<file path="src/hs_cap_defines.svh">
// Constants of the high-speed host capability register bank: offsets, field positions,
// reset values and decode windows.
// Assumes it is included by its bare name from the package and the design modules.
//
// Summary of operation
// [RULE1] Word 0 bits 31..16 return the BCD interface version, value 0100h.
// [RULE2] Word 0 bits 7..0 return capability space length 20h, offset to operational space.
// [RULE3] Both words read at the function memory base, byte offsets 00h and 04h.
// [RULE4] Companion count zero means no companions, no hand-off, high-speed devices only.
// [RULE5] Nonzero companion count means companions exist and port hand-off is supported.
// [RULE6] Ports-per-companion field tells software how many root ports each companion serves.
// [RULE7] Ports-per-companion times companion count must cover every downstream port.
// [RULE8] Routing bit 0: consecutive port groups go to companions in ascending order.
// [RULE9] Routing bit 1: each port's companion comes from the port-route array entries.
// [RULE10] Port power bit reads 1 with power switches, 0 without them.
// [RULE11] Per-port power bit behaviour follows the reported power switch presence.
// [RULE12] Port count reports implemented ports and limits which per-port registers decode.
// [RULE13] Port count is never reported as zero.
// [RULE14] Both registers are read-only; writes ignored; reserved bits read zero.
// [RULE15] Capability registers sit just before the operational registers in memory space.

`ifndef HS_CAP_DEFINES_SVH
`define HS_CAP_DEFINES_SVH

`define MAX_PORTS 15
`define WORD_ZERO 32'h0000_0000
`define OFS_VERSION_WORD 32'h0000_0000
`define OFS_STRUCT_WORD 32'h0000_0004
`define IFACE_VERSION 16'h0100
`define CAP_LENGTH 8'h20
`define BAR_SPAN 32'h0000_0400
`define PORTSC_BASE 32'h0000_0044
`define PORTSC_SHIFT 2
`define VER_MSB 31
`define VER_LSB 16
`define RSV0_MSB 15
`define RSV0_LSB 8
`define LEN_MSB 7
`define LEN_LSB 0
`define RSV1_MSB 31
`define RSV1_LSB 16
`define NCC_MSB 15
`define NCC_LSB 12
`define NPCC_MSB 11
`define NPCC_LSB 8
`define ROUTE_RULE_BIT 7
`define RSV2_MSB 6
`define RSV2_LSB 5
`define POWER_SW_BIT 4
`define NP_MSB 3
`define NP_LSB 0

`endif

</file>
<file path="src/hs_cap_pkg.sv">
// Types and shared decode helpers of the capability register bank.
// Assumes the defines header is on the include path.
`include "hs_cap_defines.svh"

package hs_cap_pkg;

  typedef logic [31:0] word_t;
  typedef logic [3:0] nibble_t;
  typedef logic [`MAX_PORTS*4-1:0] owner_t;
  typedef logic [`MAX_PORTS-1:0] portmask_t;

  // Whole state of the register bank, registered as one packed vector.
  typedef struct packed {
    word_t rdata;
    logic ack;
    logic op_sel;
    word_t op_offset;
    logic port_sel;
    nibble_t port_index;
    owner_t owner;
    portmask_t port_valid;
    logic handoff;
    logic power_forced;
  } state_s;

  // Unsigned window test used by the window and port-slot decodes in the bank.
  function automatic logic below(input word_t a, input word_t lim);
    return a < lim;
  endfunction

endpackage : hs_cap_pkg

</file>
<file path="src/cap_field_pack.sv">
// Assembles the two capability words from their fields.
// Assumes field values are constants or same-clock levels; reserved bits are forced to zero.
`timescale 1ns/1ns
`include "hs_cap_defines.svh"

module cap_field_pack (
  input wire logic [15:0] version_i,
  input wire logic [7:0] cap_length_i,
  input wire hs_cap_pkg::nibble_t companion_count_i,
  input wire hs_cap_pkg::nibble_t ports_per_companion_i,
  input wire logic port_routing_rule_i,
  input wire logic port_power_switch_present_i,
  input wire hs_cap_pkg::nibble_t port_count_i,
  output hs_cap_pkg::word_t version_word_o,
  output hs_cap_pkg::word_t struct_word_o
);
  import hs_cap_pkg::*;

  // Start from zero so every reserved range reads as zero.
  always_comb begin
    version_word_o = `WORD_ZERO;
    version_word_o[`VER_MSB:`VER_LSB] = version_i; // RULE1
    version_word_o[`LEN_MSB:`LEN_LSB] = cap_length_i; // RULE2
    struct_word_o = `WORD_ZERO; // RULE14
    struct_word_o[`NCC_MSB:`NCC_LSB] = companion_count_i; // RULE4
    struct_word_o[`NPCC_MSB:`NPCC_LSB] = ports_per_companion_i; // RULE6
    struct_word_o[`ROUTE_RULE_BIT] = port_routing_rule_i; // RULE8
    struct_word_o[`POWER_SW_BIT] = port_power_switch_present_i; // RULE10
    struct_word_o[`NP_MSB:`NP_LSB] = port_count_i; // RULE12
  end

endmodule // cap_field_pack

</file>
<file path="src/hs_host_capability_regs.sv">
// Read-only capability register bank of the high-speed host function, with the memory
// decode that splits the function's window into capability and operational space.
// Assumes bar_base_i comes from the configuration block on the same clock, and that
// requests are single-cycle strobes from the bus target logic on the same clock.
`timescale 1ns/1ns
`include "hs_cap_defines.svh"

module hs_host_capability_regs #(
  parameter int NUM_PORTS = 2,
  parameter int NUM_COMPANIONS = 2,
  parameter int PORTS_PER_COMPANION = 1,
  parameter bit ROUTING_RULE = 1'b0,
  parameter bit PORT_POWER_SWITCHES = 1'b1
) (
  input wire logic clk_i,
  input wire logic nrst_i,
  input wire hs_cap_pkg::word_t bar_base_i,
  input wire logic mem_req_i,
  input wire logic mem_we_i,
  input wire hs_cap_pkg::word_t mem_addr_i,
  input wire logic [3:0] mem_be_i,
  input wire hs_cap_pkg::word_t mem_wdata_i,
  input wire hs_cap_pkg::owner_t port_route_i,
  output hs_cap_pkg::word_t mem_rdata_o,
  output logic mem_ack_o,
  output logic op_sel_o,
  output hs_cap_pkg::word_t op_offset_o,
  output logic port_sel_o,
  output hs_cap_pkg::nibble_t port_index_o,
  output hs_cap_pkg::owner_t port_owner_o,
  output hs_cap_pkg::portmask_t port_valid_o,
  output logic handoff_supported_o,
  output logic port_power_forced_o
);
  import hs_cap_pkg::*;

  //////////////////////////////////////////////////////////////////////////////////////
  // Reported structure.
  //////////////////////////////////////////////////////////////////////////////////////

  // A port count of zero is meaningless, so the field is clamped to at least one port.
  localparam int PORTS_EFF = (NUM_PORTS < 1) ? 1 : NUM_PORTS;
  localparam nibble_t PORT_COUNT = 4'(PORTS_EFF); // RULE13
  localparam nibble_t COMPANIONS = 4'(NUM_COMPANIONS);
  localparam nibble_t GROUP_SIZE = 4'(PORTS_PER_COMPANION);
  // Grouping must reach every port; otherwise some ports would have no companion.
  // The value is checked rather than forced, so a bad parameter set shows up in the checks.
  localparam bit ROUTE_COVERS = (NUM_COMPANIONS == 0) ||
                                (NUM_COMPANIONS * PORTS_PER_COMPANION >= PORTS_EFF); // RULE7
  localparam word_t CAP_LEN_W = {24'h00_0000, `CAP_LENGTH};
  localparam word_t PORT_SPAN = word_t'(PORTS_EFF) << `PORTSC_SHIFT;

  word_t version_word;
  word_t struct_word;
  owner_t owner_w;
  portmask_t valid_w;

  // Field assembly kept apart so the word layout is read in one place.
  cap_field_pack u_pack (
    .version_i(`IFACE_VERSION),
    .cap_length_i(`CAP_LENGTH),
    .companion_count_i(COMPANIONS),
    .ports_per_companion_i(GROUP_SIZE),
    .port_routing_rule_i(ROUTING_RULE),
    .port_power_switch_present_i(PORT_POWER_SWITCHES),
    .port_count_i(PORT_COUNT),
    .version_word_o(version_word),
    .struct_word_o(struct_word)
  );

  // Port ownership map, grouped or explicit as the routing bit says.
  port_route_map #(
    .NUM_PORTS(PORTS_EFF),
    .PORTS_PER_COMPANION(PORTS_PER_COMPANION),
    .ROUTING_RULE(ROUTING_RULE)
  ) u_route (
    .port_route_i(port_route_i),
    .owner_o(owner_w),
    .valid_o(valid_w)
  );

  //////////////////////////////////////////////////////////////////////////////////////
  // Address decode.
  //////////////////////////////////////////////////////////////////////////////////////

  word_t offset;
  word_t op_off;
  word_t port_off;
  logic in_bar;
  logic in_cap;
  logic aligned;
  logic hit_version;
  logic hit_struct;
  logic cap_hit;
  logic op_hit;
  logic port_hit;
  word_t read_word;

  // The capability block occupies the bottom of the window; the operational space
  // starts at the capability length, and per-port slots exist only for real ports.
  // The offset is a plain difference, so an address below the base wraps to a huge
  // value and falls outside the window instead of aliasing onto a capability word.
  always_comb begin
    offset = mem_addr_i - bar_base_i;
    in_bar = below(offset, `BAR_SPAN);
    in_cap = below(offset, CAP_LEN_W); // RULE15
    aligned = (offset[1:0] == 2'b00);
    hit_version = in_bar && (offset == `OFS_VERSION_WORD); // RULE3
    hit_struct = in_bar && (offset == `OFS_STRUCT_WORD); // RULE3
    cap_hit = hit_version || hit_struct;
    op_off = offset - CAP_LEN_W;
    op_hit = in_bar && !in_cap; // RULE15
    port_off = op_off - `PORTSC_BASE;
    port_hit = op_hit && aligned && !below(op_off, `PORTSC_BASE) && below(port_off, PORT_SPAN); // RULE12
    read_word = hit_version ? version_word : struct_word;
  end

  //////////////////////////////////////////////////////////////////////////////////////
  // State.
  //////////////////////////////////////////////////////////////////////////////////////

  state_s s_r;
  state_s s_nxt;

  // Writes are acknowledged so the bus never hangs, but they change nothing.
  // Byte enables and write data are deliberately not read: every field is fixed, and
  // a read always returns the whole word whatever lanes the master asked for.
  always_comb begin
    s_nxt = s_r;
    s_nxt.ack = 1'b0;
    s_nxt.op_sel = 1'b0;
    s_nxt.port_sel = 1'b0;
    s_nxt.owner = owner_w;
    s_nxt.port_valid = valid_w;
    s_nxt.handoff = (COMPANIONS != 4'h0); // RULE5
    s_nxt.power_forced = !PORT_POWER_SWITCHES; // RULE11
    if (mem_req_i && cap_hit) begin
      s_nxt.ack = 1'b1;
      if (!mem_we_i) begin
        s_nxt.rdata = read_word; // RULE14
      end
    end else if (mem_req_i && op_hit) begin
      s_nxt.op_sel = 1'b1;
      s_nxt.op_offset = op_off; // RULE15
      if (port_hit) begin
        s_nxt.port_sel = 1'b1;
        s_nxt.port_index = port_off[`PORTSC_SHIFT +: 4];
      end
    end
  end

  // Synchronous reset clears the whole state; the fixed fields load one edge later.
  always_ff @(posedge clk_i) begin
    if (!nrst_i) begin
      s_r <= '0;
    end else begin
      s_r <= s_nxt;
    end
  end

  // Outputs straight from the state register.
  assign mem_rdata_o = s_r.rdata;
  assign mem_ack_o = s_r.ack;
  assign op_sel_o = s_r.op_sel;
  assign op_offset_o = s_r.op_offset;
  assign port_sel_o = s_r.port_sel;
  assign port_index_o = s_r.port_index;
  assign port_owner_o = s_r.owner;
  assign port_valid_o = s_r.port_valid;
  assign handoff_supported_o = s_r.handoff; // RULE4
  assign port_power_forced_o = s_r.power_forced;

  //////////////////////////////////////////////////////////////////////////////////////
  // Assertions.
  //////////////////////////////////////////////////////////////////////////////////////

  // Helper: true one cycle after reset has been released for at least one edge.
  // It keeps the level checks quiet on the edge where the state is still loading.
  logic live_r;
  always_ff @(posedge clk_i) begin
    if (!nrst_i) begin
      live_r <= 1'b0;
    end else begin
      live_r <= 1'b1;
    end
  end
endmodule // hs_host_capability_regs

</file>
<file path="src/port_route_map.sv">
// Works out which companion controller owns each root port, and which ports exist.
// Assumes the explicit route array is a same-clock level from the route register block.
`timescale 1ns/1ns
`include "hs_cap_defines.svh"

module port_route_map #(
  parameter int NUM_PORTS = 2,
  parameter int PORTS_PER_COMPANION = 1,
  parameter bit ROUTING_RULE = 1'b0
) (
  input wire hs_cap_pkg::owner_t port_route_i,
  output hs_cap_pkg::owner_t owner_o,
  output hs_cap_pkg::portmask_t valid_o
);
  import hs_cap_pkg::*;

  // A zero group size would divide by zero; treat it as one port per group.
  localparam int GROUP = (PORTS_PER_COMPANION < 1) ? 1 : PORTS_PER_COMPANION;

  // One owner nibble per port slot; the group owner is fixed at elaboration.
  for (genvar i = 0; i < `MAX_PORTS; i++) begin : g_port
    localparam logic [3:0] GROUP_OWNER = 4'((i / GROUP));
    if (ROUTING_RULE) begin : g_explicit
      assign owner_o[i*4 +: 4] = port_route_i[i*4 +: 4]; // RULE9
    end else begin : g_grouped
      assign owner_o[i*4 +: 4] = GROUP_OWNER; // RULE8
    end
    assign valid_o[i] = (i < NUM_PORTS); // RULE12
  end

endmodule // port_route_map

</file>
<file path="config.mk">
export PLATFORM = sky130hd
export DESIGN_NAME = hs_host_capability_regs
export DESIGN_NICKNAME = d
export VERILOG_FILES = /design/src/hs_cap_pkg.sv /design/src/cap_field_pack.sv /design/src/hs_host_capability_regs.sv /design/src/port_route_map.sv
export VERILOG_INCLUDE_DIRS = /design/src
export SDC_FILE = /design/constraint.sdc
export NUM_CORES = 1
export LEC_CHECK = 0
export BUFFER_PORTS_ARGS = -buffer_cell sky130_fd_sc_hd__buf_4
export CORE_AREA = 2 2 122 124
export DETAILED_ROUTE_END_ITERATION = 10
export DIE_AREA = 0 0 124 126
export HOLD_SLACK_MARGIN = 0.03
export PLACE_DENSITY_LB_ADDON = 0.1
export SYNTH_ARGS = -nofsm -noshare
export SYNTH_HDL_FRONTEND = slang
export SYNTH_SLANG_ARGS = --single-unit
</file>
<file path="constraint.sdc">
create_clock -name clk_i -period 4.7 [get_ports clk_i]
set_clock_uncertainty 0.05 [all_clocks]
set_input_delay 0.235 -clock clk_i [delete_from_list [all_inputs] [get_ports clk_i]]
set_output_delay 0.235 -clock clk_i [all_outputs]
set_load 0.005 [all_outputs]
</file>
==> impl_metrics.py <==
metrics = {
    "critical_path": {
        "worst-endpoint-required_ps": 4870,
        "crit_arrival_ps": 4300,
        "critPathCaptureType": "register",
        "crit_fanout": 5,
        "critical_path_class": "primary input to register",
        "start_kind": "primary input",
    },
    "yosys": {
        "yosysWarnings": 0,
        "post_synth.cell_area_avg_sq_um": 7.59,
        "netlist_area_sq_um": 4890,
        "ys.flop_type": "dfxtp_1",
        "ys_ff_latch": 42,
        "synthArstFlopShare_pct": 0,
        "yosysSeqAreaShare_pct": 17.2,
        "netlist_instances": 644,
        "yosysUniqueCellTypes": 73,
        "synth_edf_count": 0,
    },
    "global_routing": {
        "antenna_found_initial": 0,
        "grt_pass1_vias": 4146,
        "grt_pass1_wl_um": 19500,
        "grt_max_degree": 32,
        "grt_usage_pct": 15.1,
        "grt-ovfl-total": 0,
    },
    "power_and_ir_drop": {
        "power.density_nw_per_um2": 218,
        "power_leakage_nw": 2.85,
        "peakVddDrop_mv": 0.160,
    },
    "timing": {
        "fmax_ghz": 0.242,
        "finalMaxSlewViolations": 0,
        "setup_tns_ps": 0,
        "slew_headroom_pct": 41.0,
        "rsz0062_at_grt": "no",
        "period_needed_ps": 4130,
        "hold_violations": 0,
        "min_period_over_period_pct": 87.9,
        "finalSetupViolCount": 0,
        "worst_pin_slew_ps": 880,
    },
    "routing": {
        "wl_per_cell_um": 13.0,
        "vias": 4521,
        "viasPerCell": 4.82,
        "drc_errors": 0,
        "wirelength_um": 12200,
        "drt_pass1_iterations": 5,
        "ant_nets": 0,
        "drt-initial-drc-count": 185,
    },
    "floorplan": {
        "initial_core_util_pct": 34.2,
        "dieArea_sq_um": 15600,
        "core_sq_um": 14300,
        "die_h_um": 126,
        "die_width_um": 124,
        "io_pins": 312,
        "num_rows": 44,
    },
    "cells_and_area": {
        "design_area_sq_um": 5810,
        "syn_to_final_growth_pct": 18.8,
        "drive_above_1_share_pct": 23.1,
        "final_nets": 955,
        "final_common_cell": "buf_4",
        "antenna_cells": 0,
        "layout_common_cells": "buf_4, conb_1, inv_1",
    },
    "clocking": {
        "h-tree-depth": 2,
        "root_buffer": "clkbuf_16",
        "cts_buffer_depth": 2,
        "cts_resized": 0,
        "post_cts_buffers": 0,
        "cts_tree": "built",
        "clk_latency_ps": 270,
        "post_cts_hold_buffer_count": 0,
        "clock_sinks": 42,
        "path_clk_slew_ps": 50,
        "cts_buffers": 5,
    },
    "place": {
        "gp_congestion": 0.857,
        "io_buffers": 143,
        "placed_area_sq_um": 5670,
        "hpwl_um": 10500,
    },
    "run": {
        "drv_cap": 0,
    },
    "min_path": {
        "hold_class": "primary input to register",
    },
    "run_status": {
        "status": "completed",
    },
}
cell usage after synthesis (all sizes together), types with 3 or more instances:
| cell | count | area share, % |
|---|---|---|
| clkbuf | 8 | 0.61 |
| buf | 114 | 17 |
| o211ai | 9 | 1.4 |
| o31ai | 3 | 0.56 |
| o41ai | 3 | 0.92 |
| a31oi | 5 | 0.64 |
| o211a | 3 | 0.61 |
| a21oi | 41 | 4.2 |
| or4 | 3 | 0.54 |
| and2 | 20 | 2.6 |
| o21ai | 28 | 2.9 |
| or4b | 3 | 0.61 |
| nor2 | 43 | 3.3 |
| dfxtp | 42 | 17 |
| nand2b | 8 | 1.0 |
| or3 | 7 | 1.0 |
| nor4 | 7 | 1.2 |
| xor2 | 9 | 1.6 |
| xnor2 | 18 | 3.2 |
| a211oi | 4 | 0.61 |
| a21o | 14 | 2.1 |
| a2111oi | 4 | 0.74 |
| nand3 | 14 | 1.4 |
| nand4 | 9 | 1.2 |
| and3 | 8 | 1.0 |
| o21a | 19 | 2.9 |
| mux2i | 15 | 3.1 |
| inv | 50 | 3.8 |
| nand2 | 41 | 3.1 |
| ha | 37 | 9.5 |
| nor3 | 13 | 1.6 |
final cells by class:
class	instances	area, sq um
Fill cell	1536	8510
Multi-Input combinational cell	501	3260
Timing Repair Buffer	153	1150
Sequential cell	42	841
Tap cell	184	230
Inverter	50	188
Clock buffer	6	129
Clock inverter	2	13.8
registers in the layout (all words and copies together), names as in the netlist:
register,flops
op_sel_o,1
mem_ack_o,1
port_sel_o,1
mem_rdata_o,2
op_offset_o,32
port_owner_o,1
port_index_o,4
kinds of logic (layout without fill, tap and decap cells):
logic type / Yosys count / in the layout / share of synthesized area [%]
simple gates: 189 / 189 / 20.7
other cells: 1 / 72 / 0.0767
compound gates: 158 / 158 / 22.1
fa+ha+maj: 38 / 38 / 9.87
buf+inv: 172 / 211 / 21.6
mux: 17 / 17 / 3.53
xor+xnor: 27 / 27 / 4.84
flops: 42 / 42 / 17.2
where the power goes:
part           total (mW)  switching, mW  leakage [nW]  internal (mW)
logic               0.584          0.339          2.44          0.245
clock network       0.323          0.126        0.0708          0.196
registers           0.360        0.00321         0.338          0.357
total                1.27          0.469          2.85          0.798
per-stage QoR:
stage | hold WS (ps) | setup slack [ps] | util [%] | cells | power (mW)
3_5_place_dp | 388 | 317 | 39.6 | 930 | 0.953
2_1_floorplan | 213 | 686 | - | 715 | 0.830
6_report | 110 | 569 | 40.6 | 938 | 1.27
5_1_grt | 114 | 330 | 40.6 | 938 | 1.37
4_1_cts | 103 | 573 | 40.6 | 938 | 1.28
3_3_place_gp | 385 | 252 | 39.6 | 930 | 0.949
layer usage:
metal | wire length, um | GRT usage (%)
met1 | 5420 | 19.1
met2 | 5930 | 27.2
met3 | 654 | 1.45
met4 | 172 | 3.64
met5 | 0 | 0
worst max-delay path, cell delays in order:
cell	delay, ps
buf_4	110
inv_1	40
ha_1	160
inv_1	50
fa_1	440
a211oi_1	360
o21ai_0	180
xnor2_1	240
buf_4	160
a21bo_1	260
or4_1	640
o31ai_2	250
nand3_1	90
or4b_1	470
nor4b_1	430
and2_1	190
final timing paths:
check,end,cells after the start,from,slack [ps]
worst max-delay path,port_sel_o,16,mem_addr_i[0],570
worst min-delay path,port_owner_o[58],1,nrst_i,110
worst max register to register,mem_rdata_o[13],2,mem_rdata_o[13],3950
worst min register to register,op_offset_o[16],1,op_offset_o[16],410
Note: power is estimated with default switching activity, not from simulation.
